==> config.mk <==
export PLATFORM = sky130hd
export DESIGN_NAME = aob_output_path
export DESIGN_NICKNAME = d
export VERILOG_FILES = /design/src/rtl/aob_pkg.sv /design/src/rtl/aob_fifo.sv /design/src/rtl/aob_output_path.sv /design/src/rtl/aob_pipeline.sv
export VERILOG_INCLUDE_DIRS = /design/src /design/src/rtl
export SDC_FILE = /design/constraint.sdc
export NUM_CORES = 1
export LEC_CHECK = 0
export ABC_AREA = 1
export ABC_CLOCK_PERIOD_IN_PS = 6420
export BUFFER_PORTS_ARGS = -buffer_cell sky130_fd_sc_hd__buf_2
export CORE_MARGIN = 4
export CORE_UTILIZATION = 65
export DETAILED_ROUTE_END_ITERATION = 6
export PLACE_DENSITY = 0.85
export SETUP_SLACK_MARGIN = 0.02
export SYNTH_ARGS = -nofsm -noshare
export SYNTH_HDL_FRONTEND = slang
export SYNTH_SLANG_ARGS = --single-unit
export TNS_END_PERCENT = 20
==> constraint.sdc <==
create_clock -name clk -period 6.42 [get_ports clk]
set_input_delay 0.963 -clock clk [delete_from_list [all_inputs] [get_ports clk]]
set_output_delay 0.963 -clock clk [all_outputs]
set_load 0.03 [all_outputs]
==> src/rtl/aob_defines.svh <==
// Constants of the converter output path: geometry, timing, register map.
// Included by the package and the design modules; definitions only.
`ifndef AOB_DEFINES_SVH
`define AOB_DEFINES_SVH

// Buffer geometry and pipeline fill count
`define AOB_WORD_W 18
`define AOB_DEPTH 16
`define AOB_PTR_W 4
`define AOB_CNT_W 5
`define AOB_CNT_FULL 5'h10
`define AOB_CNT_HALF 5'h08
`define AOB_CNT_ONE 5'h01
`define AOB_PIPE_FILL 3'h4

// Level flag codes {upper, lower}
`define AOB_FLAGS_EMPTY 2'h1
`define AOB_FLAGS_LOW 2'h0
`define AOB_FLAGS_HALF 2'h2
`define AOB_FLAGS_FULL 2'h3

// Timing: conversion time in ns, clock in MHz, cycles rounded up
`define AOB_CLK_MHZ 125
`define AOB_CONV_TIME_NS 200
`define AOB_CONV_CYC ((`AOB_CONV_TIME_NS * `AOB_CLK_MHZ + 999) / 1000)

// Register byte offsets
`define AOB_REG_CTRL 5'h00
`define AOB_REG_STATUS 5'h04
`define AOB_REG_IRQ_STAT 5'h08
`define AOB_REG_IRQ_CLR 5'h0C
`define AOB_REG_IRQ_EN 5'h10

// Control fields and reset value
`define AOB_CTRL_RUN 0
`define AOB_CTRL_FLUSH 1
`define AOB_CTRL_RESET 1'h1

// Interrupt event bits
`define AOB_IRQ_W 4
`define AOB_IRQ_DONE 0
`define AOB_IRQ_HALF 1
`define AOB_IRQ_FULL 2
`define AOB_IRQ_LOST 3

`endif

==> src/rtl/aob_pkg.sv <==
// Types shared by the converter output path modules.
// Needs aob_defines.svh on the include path.
`include "aob_defines.svh"

package aob_pkg;
    typedef logic [`AOB_WORD_W-1:0] aob_word_t;
    typedef logic [`AOB_CNT_W-1:0] aob_count_t;
    typedef enum logic [0:0] {
        AOB_IDLE = 1'b0,
        AOB_CONV = 1'b1
    } aob_conv_state_t;
endpackage : aob_pkg

==> src/rtl/aob_fifo.sv <==
// Sixteen-word store of eighteen-bit conversion words.
// The caller never pushes when full nor pops when empty.
`timescale 1ns/1ps
`include "aob_defines.svh"

module aob_fifo
    import aob_pkg::*;
(
    // Clock and reset
    input wire logic clk,
    input wire logic nrst,
    // Control
    input wire logic push,
    input wire aob_word_t pushWord,
    input wire logic pop,
    input wire logic clear,
    // State
    output aob_word_t headWord,
    output aob_count_t count
);
    aob_word_t mem [`AOB_DEPTH];
    logic [`AOB_PTR_W-1:0] wrPtr_q, rdPtr_q;
    aob_count_t count_q;

    always_ff @(posedge clk) begin
        if (push) begin
            mem[wrPtr_q] <= pushWord;
        end
    end

    always_ff @(posedge clk) begin
        if (!nrst || clear) begin
            wrPtr_q <= '0;
            rdPtr_q <= '0;
            count_q <= '0;
        end else begin
            if (push) begin
                wrPtr_q <= wrPtr_q + 1'b1;
            end
            if (pop) begin
                rdPtr_q <= rdPtr_q + 1'b1;
            end
            count_q <= count_q + aob_count_t'(push) - aob_count_t'(pop);
        end
    end

    assign headWord = mem[rdPtr_q];
    assign count = count_q;
endmodule : aob_fifo

==> src/rtl/aob_output_path.sv <==
// Digital output path of a 16-bit sampling converter: conversion timing,
// pipeline, output coding, sixteen-word buffer with level flags, and an
// Avalon-MM register slave with interrupt.
// Assumes all pins are synchronous to clk; start pulses one cycle apart or more.
//
// Functional notes
// - Select rise inserts buffer, fall bypasses it
// - Read rise presents next word; host waits
// - Last word read: empty on read fall
// - Eight to seven: below-half on read rise
// - Sixteen to fifteen: half code on rise
// - End-of-conversion fall writes word, leaves empty
// - Seven to eight words: half code
// - Sixteenth word: full code on fall
// - Select high complementary, all bits inverted; low passes bits uninverted
// - Zero between 8000/7FFF, plus full zeros
// - Three stages; valid after four starts
// - Sixteen words of eighteen bits
// - Flags: empty 01, low 00, half 10, full 11
// - Direct mode ignores buffer, passes data through
// - Direct mode with read low clears buffer
//
// Decided for this implementation: the placing of the registers and the Avalon-MM interface to the registers.
`timescale 1ns/1ps
`include "aob_defines.svh"

module aob_output_path
    import aob_pkg::*;
(
    // Clock and reset
    input wire logic clk,
    input wire logic nrst,
    // Converter side
    input wire logic startConv,
    input wire logic [15:0] sampleCode,
    input wire logic sampleOverflow,
    // Host control pins
    input wire logic bufferSelect,
    input wire logic readStrobe,
    input wire logic codingSelect,
    input wire logic outEnableN,
    // Host data pins
    output logic [15:0] dataOut,
    output logic signInvOut,
    output logic overflowOut,
    output logic dataOe,
    output logic eocOut,
    output logic buffer_level_flag_upper,
    output logic buffer_level_flag_lower,
    // Avalon-MM slave
    input wire logic [4:0] avs_address,
    input wire logic avs_read,
    input wire logic avs_write,
    input wire logic [31:0] avs_writedata,
    input wire logic [3:0] avs_byteenable,
    output logic [31:0] avs_readdata,
    output logic avs_waitrequest,
    // Interrupt
    output logic irq
);
    // ------------------------------------------------------------
    // Helpers
    // ------------------------------------------------------------
    function automatic logic [1:0] flagCode(input aob_count_t cnt);
        if (cnt == '0) begin
            flagCode = `AOB_FLAGS_EMPTY;
        end else if (cnt == `AOB_CNT_FULL) begin
            flagCode = `AOB_FLAGS_FULL;
        end else if (cnt >= `AOB_CNT_HALF) begin
            flagCode = `AOB_FLAGS_HALF;
        end else begin
            flagCode = `AOB_FLAGS_LOW;
        end
    endfunction : flagCode

    function automatic aob_word_t applyCoding(input aob_word_t w, input logic sel);
        applyCoding = sel ? ~w : w;
    endfunction : applyCoding

    localparam logic [7:0] CONV_CYC = 8'(`AOB_CONV_CYC);

    // ------------------------------------------------------------
    // Pin edges
    // ------------------------------------------------------------
    logic startPrev_q, selPrev_q, readPrev_q;
    always_ff @(posedge clk) begin
        if (!nrst) begin
            startPrev_q <= 1'b0;
            selPrev_q <= 1'b0;
            readPrev_q <= 1'b1;
        end else begin
            startPrev_q <= startConv;
            selPrev_q <= bufferSelect;
            readPrev_q <= readStrobe;
        end
    end

    logic runEnable_q;
    logic startRise, selRise, selFall, readRise, readFall;
    assign startRise = startConv && !startPrev_q && runEnable_q;
    assign selRise = bufferSelect && !selPrev_q;
    assign selFall = !bufferSelect && selPrev_q;
    assign readRise = readStrobe && !readPrev_q;
    assign readFall = !readStrobe && readPrev_q;

    // ------------------------------------------------------------
    // Conversion timing
    // ------------------------------------------------------------
    aob_conv_state_t convState_q;
    logic [7:0] convCnt_q;
    logic eocFall;
    assign eocFall = (convState_q == AOB_CONV) && (convCnt_q == 8'h1) && !startRise;

    // A start during a conversion restarts it; that result is unreliable
    always_ff @(posedge clk) begin
        if (!nrst) begin
            convState_q <= AOB_IDLE;
            convCnt_q <= 8'h0;
        end else begin
            case (convState_q)
                AOB_IDLE: begin
                    if (startRise) begin
                        convState_q <= AOB_CONV;
                        convCnt_q <= CONV_CYC;
                    end
                end
                AOB_CONV: begin
                    if (startRise) begin
                        convCnt_q <= CONV_CYC;
                    end else if (convCnt_q == 8'h1) begin
                        convState_q <= AOB_IDLE;
                        convCnt_q <= 8'h0;
                    end else begin
                        convCnt_q <= convCnt_q - 8'h1;
                    end
                end
                default: begin
                    convState_q <= AOB_IDLE;
                    convCnt_q <= 8'h0;
                end
            endcase
        end
    end
    assign eocOut = (convState_q == AOB_CONV);

    // ------------------------------------------------------------
    // Pipeline
    // ------------------------------------------------------------
    aob_word_t convWord;
    logic pipeValid;
    aob_pipeline u_pipe (
        .clk(clk),
        .nrst(nrst),
        .step(startRise),
        .sampleWord({sampleOverflow, ~sampleCode[15], sampleCode}),
        .resultWord(convWord),
        .resultValid(pipeValid)
    );

    // ------------------------------------------------------------
    // Mode and buffer
    // ------------------------------------------------------------
    logic bufMode_q;
    always_ff @(posedge clk) begin
        if (!nrst) begin
            bufMode_q <= 1'b0;
        end else if (selRise) begin
            bufMode_q <= 1'b1;
        end else if (selFall) begin
            bufMode_q <= 1'b0;
        end
    end

    aob_word_t headWord;
    aob_count_t count;
    logic flushReq_q;
    logic push, pop, clearBuf, lostWord;
    // Reads and writes only count while the buffer is in the path
    assign push = bufMode_q && eocFall && (count != `AOB_CNT_FULL);
    assign lostWord = bufMode_q && eocFall && (count == `AOB_CNT_FULL);
    assign pop = bufMode_q && !push
               && ((readRise && count > `AOB_CNT_ONE)
               || (readFall && count == `AOB_CNT_ONE));
    assign clearBuf = (!bufMode_q && !readStrobe) || flushReq_q;

    aob_fifo u_fifo (
        .clk(clk),
        .nrst(nrst),
        .push(push),
        .pushWord(convWord),
        .pop(pop),
        .clear(clearBuf),
        .headWord(headWord),
        .count(count)
    );

    // Level flags follow the occupancy one cycle later, two cycles after the causing edge
    logic [1:0] flags_q;
    always_ff @(posedge clk) begin
        if (!nrst) begin
            flags_q <= `AOB_FLAGS_EMPTY;
        end else begin
            flags_q <= flagCode(count);
        end
    end
    assign buffer_level_flag_upper = flags_q[1];
    assign buffer_level_flag_lower = flags_q[0];

    // ------------------------------------------------------------
    // Output register
    // ------------------------------------------------------------
    logic loadHead_q;
    aob_word_t outWord_q, coded_q;
    logic oe_q;
    always_ff @(posedge clk) begin
        if (!nrst) begin
            loadHead_q <= 1'b0;
        end else begin
            // Head is shown after an advance or a write into empty
            loadHead_q <= (pop && count > `AOB_CNT_ONE) || (push && count == '0);
        end
    end

    always_ff @(posedge clk) begin
        if (!nrst) begin
            outWord_q <= '0;
        end else if (!bufMode_q && eocFall) begin
            outWord_q <= convWord;
        end else if (loadHead_q) begin
            outWord_q <= headWord;
        end
    end

    // Coding applies to every output bit, so it can change between words
    always_ff @(posedge clk) begin
        if (!nrst) begin
            coded_q <= '0;
            oe_q <= 1'b0;
        end else begin
            coded_q <= applyCoding(outWord_q, codingSelect);
            oe_q <= !outEnableN;
        end
    end
    assign dataOut = coded_q[15:0];
    assign signInvOut = coded_q[16];
    assign overflowOut = coded_q[17];
    assign dataOe = oe_q;

    // ------------------------------------------------------------
    // Interrupt events
    // ------------------------------------------------------------
    logic [`AOB_IRQ_W-1:0] irqStat_q, irqEn_q, irqEvent, irqClr;
    always_comb begin
        irqEvent = '0;
        irqEvent[`AOB_IRQ_DONE] = eocFall;
        irqEvent[`AOB_IRQ_HALF] = push && count == `AOB_CNT_HALF - `AOB_CNT_ONE;
        irqEvent[`AOB_IRQ_FULL] = push && count == `AOB_CNT_FULL - `AOB_CNT_ONE;
        irqEvent[`AOB_IRQ_LOST] = lostWord;
    end

    logic wrAccess;
    assign wrAccess = avs_write && avs_byteenable[0];
    assign irqClr = (wrAccess && avs_address == `AOB_REG_IRQ_CLR) ?
                    avs_writedata[`AOB_IRQ_W-1:0] : '0;

    // A new event outranks a clear in the same cycle
    always_ff @(posedge clk) begin
        if (!nrst) begin
            irqStat_q <= '0;
        end else begin
            irqStat_q <= (irqStat_q & ~irqClr) | irqEvent;
        end
    end
    assign irq = |(irqStat_q & irqEn_q);

    // ------------------------------------------------------------
    // Register slave
    // ------------------------------------------------------------
    always_ff @(posedge clk) begin
        if (!nrst) begin
            runEnable_q <= `AOB_CTRL_RESET;
            flushReq_q <= 1'b0;
            irqEn_q <= '0;
        end else begin
            flushReq_q <= wrAccess && avs_address == `AOB_REG_CTRL && avs_writedata[`AOB_CTRL_FLUSH];
            if (wrAccess && avs_address == `AOB_REG_CTRL) begin
                runEnable_q <= avs_writedata[`AOB_CTRL_RUN];
            end
            if (wrAccess && avs_address == `AOB_REG_IRQ_EN) begin
                irqEn_q <= avs_writedata[`AOB_IRQ_W-1:0];
            end
        end
    end

    // Reads take one wait cycle so the data comes from a flop
    logic readReady_q;
    logic [31:0] readData_q, readMux;
    always_comb begin
        readMux = 32'h0;
        case (avs_address)
            `AOB_REG_CTRL: readMux[`AOB_CTRL_RUN] = runEnable_q;
            `AOB_REG_STATUS: readMux[10:0] = {bufMode_q, eocOut, pipeValid, flags_q, 1'b0, count};
            `AOB_REG_IRQ_STAT: readMux[`AOB_IRQ_W-1:0] = irqStat_q;
            `AOB_REG_IRQ_EN: readMux[`AOB_IRQ_W-1:0] = irqEn_q;
            default: readMux = 32'h0;
        endcase
    end

    always_ff @(posedge clk) begin
        if (!nrst) begin
            readReady_q <= 1'b0;
            readData_q <= 32'h0;
        end else begin
            readReady_q <= avs_read && !readReady_q;
            if (avs_read && !readReady_q) begin
                readData_q <= readMux;
            end
        end
    end
    assign avs_waitrequest = avs_read && !readReady_q;
    assign avs_readdata = readData_q;

    // ------------------------------------------------------------
    // Checks
    // ------------------------------------------------------------
    property p_select_rise;
        @(posedge clk) disable iff (!nrst)
        selRise |=> bufMode_q;
    endproperty
    a_select_rise: assert property (p_select_rise) else $error("buffer not inserted on select rise");

    property p_select_fall;
        @(posedge clk) disable iff (!nrst)
        selFall |=> !bufMode_q;
    endproperty
    a_select_fall: assert property (p_select_fall) else $error("buffer not bypassed on select fall");

    property p_flag_code;
        @(posedge clk) disable iff (!nrst)
        1'b1 |=> flags_q == flagCode($past(count));
    endproperty
    a_flag_code: assert property (p_flag_code) else $error("level flags disagree with occupancy");

    property p_read_from_full;
        @(posedge clk) disable iff (!nrst)
        (bufMode_q && readRise && !eocFall && count == `AOB_CNT_FULL && !clearBuf)
            |=> count == `AOB_CNT_FULL - `AOB_CNT_ONE ##1 flags_q == `AOB_FLAGS_HALF;
    endproperty
    a_read_from_full: assert property (p_read_from_full) else $error("full to fifteen not flagged");

    property p_read_eight;
        @(posedge clk) disable iff (!nrst)
        (bufMode_q && readRise && !eocFall && count == `AOB_CNT_HALF && !clearBuf)
            |=> ##1 flags_q == `AOB_FLAGS_LOW;
    endproperty
    a_read_eight: assert property (p_read_eight) else $error("eight to seven not flagged");

    property p_read_last;
        @(posedge clk) disable iff (!nrst)
        (bufMode_q && readFall && !eocFall && count == `AOB_CNT_ONE && !clearBuf)
            |=> ##1 flags_q == `AOB_FLAGS_EMPTY;
    endproperty
    a_read_last: assert property (p_read_last) else $error("last read did not empty buffer");

    property p_first_write;
        @(posedge clk) disable iff (!nrst)
        (bufMode_q && eocFall && count == '0 && !clearBuf)
            |=> ##2 outWord_q == $past(convWord, 3) && flags_q == `AOB_FLAGS_LOW;
    endproperty
    a_first_write: assert property (p_first_write) else $error("first word not shown");

    property p_direct_pass;
        @(posedge clk) disable iff (!nrst)
        (!bufMode_q && eocFall) |=> outWord_q == $past(convWord);
    endproperty
    a_direct_pass: assert property (p_direct_pass) else $error("direct word not passed");

    property p_direct_clear;
        @(posedge clk) disable iff (!nrst)
        (!bufMode_q && !readStrobe) |=> count == '0 ##1 flags_q == `AOB_FLAGS_EMPTY;
    endproperty
    a_direct_clear: assert property (p_direct_clear) else $error("direct mode did not clear buffer");

    property p_coding;
        @(posedge clk) disable iff (!nrst)
        nrst |=> coded_q == ($past(codingSelect) ? ~$past(outWord_q) : $past(outWord_q));
    endproperty
    a_coding: assert property (p_coding) else $error("output coding wrong");

    c_fill_full: cover property (@(posedge clk) disable iff (!nrst) push && count == `AOB_CNT_FULL - `AOB_CNT_ONE);
    c_drain_last: cover property (@(posedge clk) disable iff (!nrst) pop && count == `AOB_CNT_ONE);
    c_lost_word: cover property (@(posedge clk) disable iff (!nrst) lostWord);
    c_irq_raise: cover property (@(posedge clk) disable iff (!nrst) $rose(irq));
endmodule : aob_output_path

==> src/rtl/aob_pipeline.sv <==
// Three-stage conversion pipeline paced by start pulses.
// Assumes one start pulse per cycle at most, synchronous to clk.
`timescale 1ns/1ps
`include "aob_defines.svh"

module aob_pipeline
    import aob_pkg::*;
(
    // Clock and reset
    input wire logic clk,
    input wire logic nrst,
    // Sample side
    input wire logic step,
    input wire aob_word_t sampleWord,
    // Result side
    output aob_word_t resultWord,
    output logic resultValid
);
    aob_word_t stage0_q, stage1_q, stage2_q, result_q;
    logic [2:0] fill_q;

    // Four steps carry a sample through three stages to the result
    always_ff @(posedge clk) begin
        if (!nrst) begin
            stage0_q <= '0;
            stage1_q <= '0;
            stage2_q <= '0;
            result_q <= '0;
        end else if (step) begin
            stage0_q <= sampleWord;
            stage1_q <= stage0_q;
            stage2_q <= stage1_q;
            result_q <= stage2_q;
        end
    end

    always_ff @(posedge clk) begin
        if (!nrst) begin
            fill_q <= 3'h0;
        end else if (step && fill_q != `AOB_PIPE_FILL) begin
            fill_q <= fill_q + 3'h1;
        end
    end

    assign resultWord = result_q;
    assign resultValid = (fill_q == `AOB_PIPE_FILL);

    property p_fill_four;
        @(posedge clk) disable iff (!nrst)
        (step && fill_q == 3'h3) |=> resultValid;
    endproperty
    a_fill_four: assert property (p_fill_four) else $error("result not valid after fourth step");
endmodule : aob_pipeline

==> reports/metrics.cfg <==
[run_status]
status = completed

[yosys]
yosys.area_share.adder_pct = 1.40
synthCells = 2083
ys_async_sr_fraction_pct = 0
synth_compound_area_share_pct = 4.46
synth_simple_gate_area_share_pct = 22.1
synth_area_per_cell_um2 = 9.30
synth_edf_count = 288
ys_seq_area_share_pct = 61.8
syn_area_um2 = 19400
synth_top_family_by_area = simple AND/OR/NAND/NOR gates
synthMuxAreaShare_pct = 0
yosysUniqueCellTypes = 43
synth-seq-cells = 454
synth_warnings = 0
synthXorXnorAreaFrac_pct = 1.13
ys.flop_type = edfxtp_1

[timing]
layout_min_cycle_time_ns = 3.49
timing.fmax_ghz = 0.286
setup_viol = 0
slew_viol_final = 0
worst_slack_ns = 2.93
min_period_over_period_pct = 54.4
worst_slew_pin_slew_ns = 1.27
slew_headroom_pct = 15.4
fin_skew_ns = 0.0207
fin_tns_setup_ns = 0
finalHoldViolations = 0
rsz0062_at_grt = false

[finish]
layout_common_cells = 507 x nand2_1, 288 x edfxtp_1, 286 x inv_1
layout.nets = 2208
areaGrowthSynthToFinish_pct = 9.51
final_layout_size_suffix_gt1_share_pct = 10.2
insertedDiodeCount = 0
final_common_cell = nand2_1
fin_util_pct = 73.1

[placement]
portBuffers = 69
gp_congestion = 0.868
dp_hpwl_um = 25100
place_ws_ns = 2.98

[power_and_ir_drop]
p_int_uw = 4660
vdd_drop_max_mv = 0.236
p_seq_share_pct = 54.4
power.leakage_uw = 0.00914
power_frac_clock_pct = 42.0
switchingPower_uw = 1290
combPwrFrac_pct = 3.7
powerDensity_nw_per_um2 = 281
switching_share_pct = 21.6

[global_routing]
met1_usage_pct = 35.3
antenna_found_initial = 0
grt_remaining_overflow = 0
grtUsageMet3_pct = 4.66
grt_max_degree = 96
grt_first_pass_wirelength_um = 71600
grt_usage_pct = 27.1
busiest_layer = met2
grt_use_met2_pct = 44.6
grt_pass1_vias = 14000

[floorplan]
die_area_um2 = 32600
fp.dieW_um = 181
coreArea_um2 = 29000
die_h_um = 181
ios = 123
start_util_pct = 66.7
row_count = 62

[flow_run]
cap_violations = 0

[worst_hold_path]
min_to = convCnt_q[7]$_SDFFE_PN0P_
worstHoldPathType = reg2reg
timing.hold.worst.start = convCnt_q[7]$_SDFFE_PN0P_
hold_depth = 2

[clocking]
post_cts_buffers = 0
htreeDepth = 2
insertion_delay_ns = 0.55
cts_root_buffer = clkbuf_16
cts_made_buffers = 44
clockBufferDepth = 3
cts_resized = 0
cts_tree = done
holdBufCountCts = 0
cts.sink_count = 454
clk_pin_slew_ns = 0.07

[drt]
wl_per_cell_um = 17.7
dr.first_iter.drc_count = 1626
dr.pass1.iters = 7
ant_nets = 0
num_vias = 14300
route.detailed.drc = 0
drt_wl_total_um = 44800
viasPerCell = 5.62

[setup_path]
critPathMaxFanout = 80
worstSetupPathType = reg2reg
cp.arrival_ns = 3.89
ff2ff_path_depth = 10
reg2reg_to = outWord_q[4]$_SDFFE_PN0P_
rrSetupSlack_ns = 2.93
start_kind = flop
end_kind = flop
cp.required_ns = 6.82

[cell type report]
class	instances	area, µm²
clock inverter	19	151
inverter	296	1120
timing repair buffer	88	488
clock buffer	63	1240
tap	384	480
multi-input combinational	1236	5750
sequential	454	12000
fill	1919	7810
[state kept, by name (all words and copies together) (netlist names), 2 cells and up, named ones only]
name and cells:
avs_readdata 10, coded_q 18, convCnt_q 8, flags_q 2, irqEn_q 4, irqStat_q 4, outWord_q 18, u_fifo.count 5
u_fifo.mem 288, u_fifo.rdPtr_q 4, u_fifo.wrPtr_q 4, u_pipe.fill_q 3, u_pipe.resultWord 18, u_pipe.stage0_q 18, u_pipe.stage1_q 18, u_pipe.stage2_q 18
[metrics by stage]
step,total power [µW],hold slack [ns],std cells,instance area (µm²)
floorplan,3440,0.440,2104,19400
global placement,3500,0.449,2458,19800
detailed placement,3510,0.459,2458,19800
CTS,5970,0.469,2540,21200
global route,6140,0.490,2540,21200
finish,5950,0.469,2540,21200
[Yosys cell counts (2+ instances only)]
| cell type | number | share of area [%] |
|---|---|---|
| nand4_1 | 12 | 0.39 |
| clkinv_1 | 3 | 0.058 |
| nand3_1 | 250 | 6.5 |
| nor3_1 | 3 | 0.078 |
| o21ai_0 | 95 | 2.5 |
| buf_1 | 13 | 0.25 |
| clkbuf_1 | 38 | 0.74 |
| ha_1 | 20 | 1.3 |
| nor2_1 | 203 | 3.9 |
| nand2_2 | 12 | 0.39 |
| a21oi_1 | 49 | 1.3 |
| edfxtp_1 | 288 | 45 |
| nand2_1 | 507 | 9.8 |
| buf_2 | 35 | 0.90 |
| buf_4 | 23 | 0.89 |
| inv_1 | 286 | 5.5 |
| a21oi_2 | 14 | 0.63 |
| inv_2 | 5 | 0.097 |
| xnor2_1 | 19 | 0.86 |
| nor3_2 | 2 | 0.10 |
| dfxtp_1 | 166 | 17 |
| nor2_2 | 3 | 0.097 |
| nand3_2 | 3 | 0.16 |
| or2_2 | 3 | 0.097 |
| buf_6 | 8 | 0.47 |
| xor2_1 | 6 | 0.27 |
[power groups by stage]
stage / clock (µW) / combinational (µW) / sequential, µW
floorplan: 0 / 158 / 3290
detailed placement: 0 / 214 / 3290
CTS: 2520 / 219 / 3230
finish: 2500 / 219 / 3230
global route: 2650 / 247 / 3240
global placement: 0 / 207 / 3290
[metal layers]
| metal | vias up | wire [µm] |
|---|---|---|
| met5 | - | 0 |
| met4 | 0 | 2260 |
| met3 | 176 | 4270 |
| met2 | 813 | 21600 |
| met1 | 6576 | 16800 |
| li1 | 6720 | - |
[cells by family (layout without fill, tap and decap cells)]
logic type      count (synthesis)  in the layout
buf+inv                       414            466
compound gates                161            161
other cells                     1             22
fa+ha+maj                      21             21
simple gates                 1007           1007
flops                         454            454
xor+xnor                       25             25
[critical path, cell delays in order, from the launching register on]
cell	delay, ns
dfxtp_4	0.74
clkinv_2	1.09
buf_4	0.75
nand2_1	0.18
nand2_1	0.08
nand2_1	0.06
nand3_1	0.08
nand3_1	0.11
nand2_1	0.10
nand2_2	0.07
a21oi_2	0.05
[how the worst max path moves through the flow]
| stage | from | endpoint | cells after the start |
|---|---|---|---|
| 3_3_place_gp | startConv | u_fifo.mem[5][12]$_DFFE_PP_ | 8 |
| 2_1_floorplan | startConv | u_fifo.count[2]$_SDFF_PP0_ | 12 |
| 4_1_cts | flop | outWord_q[4]$_SDFFE_PN0P_ | 10 |
| 5_1_grt | flop | outWord_q[0]$_SDFFE_PN0P_ | 10 |
| 3_5_place_dp | startConv | u_fifo.mem[14][11]$_DFFE_PP_ | 8 |
| 6_report | flop | outWord_q[4]$_SDFFE_PN0P_ | 10 |
Note: power is estimated with default switching activity, not from simulation.
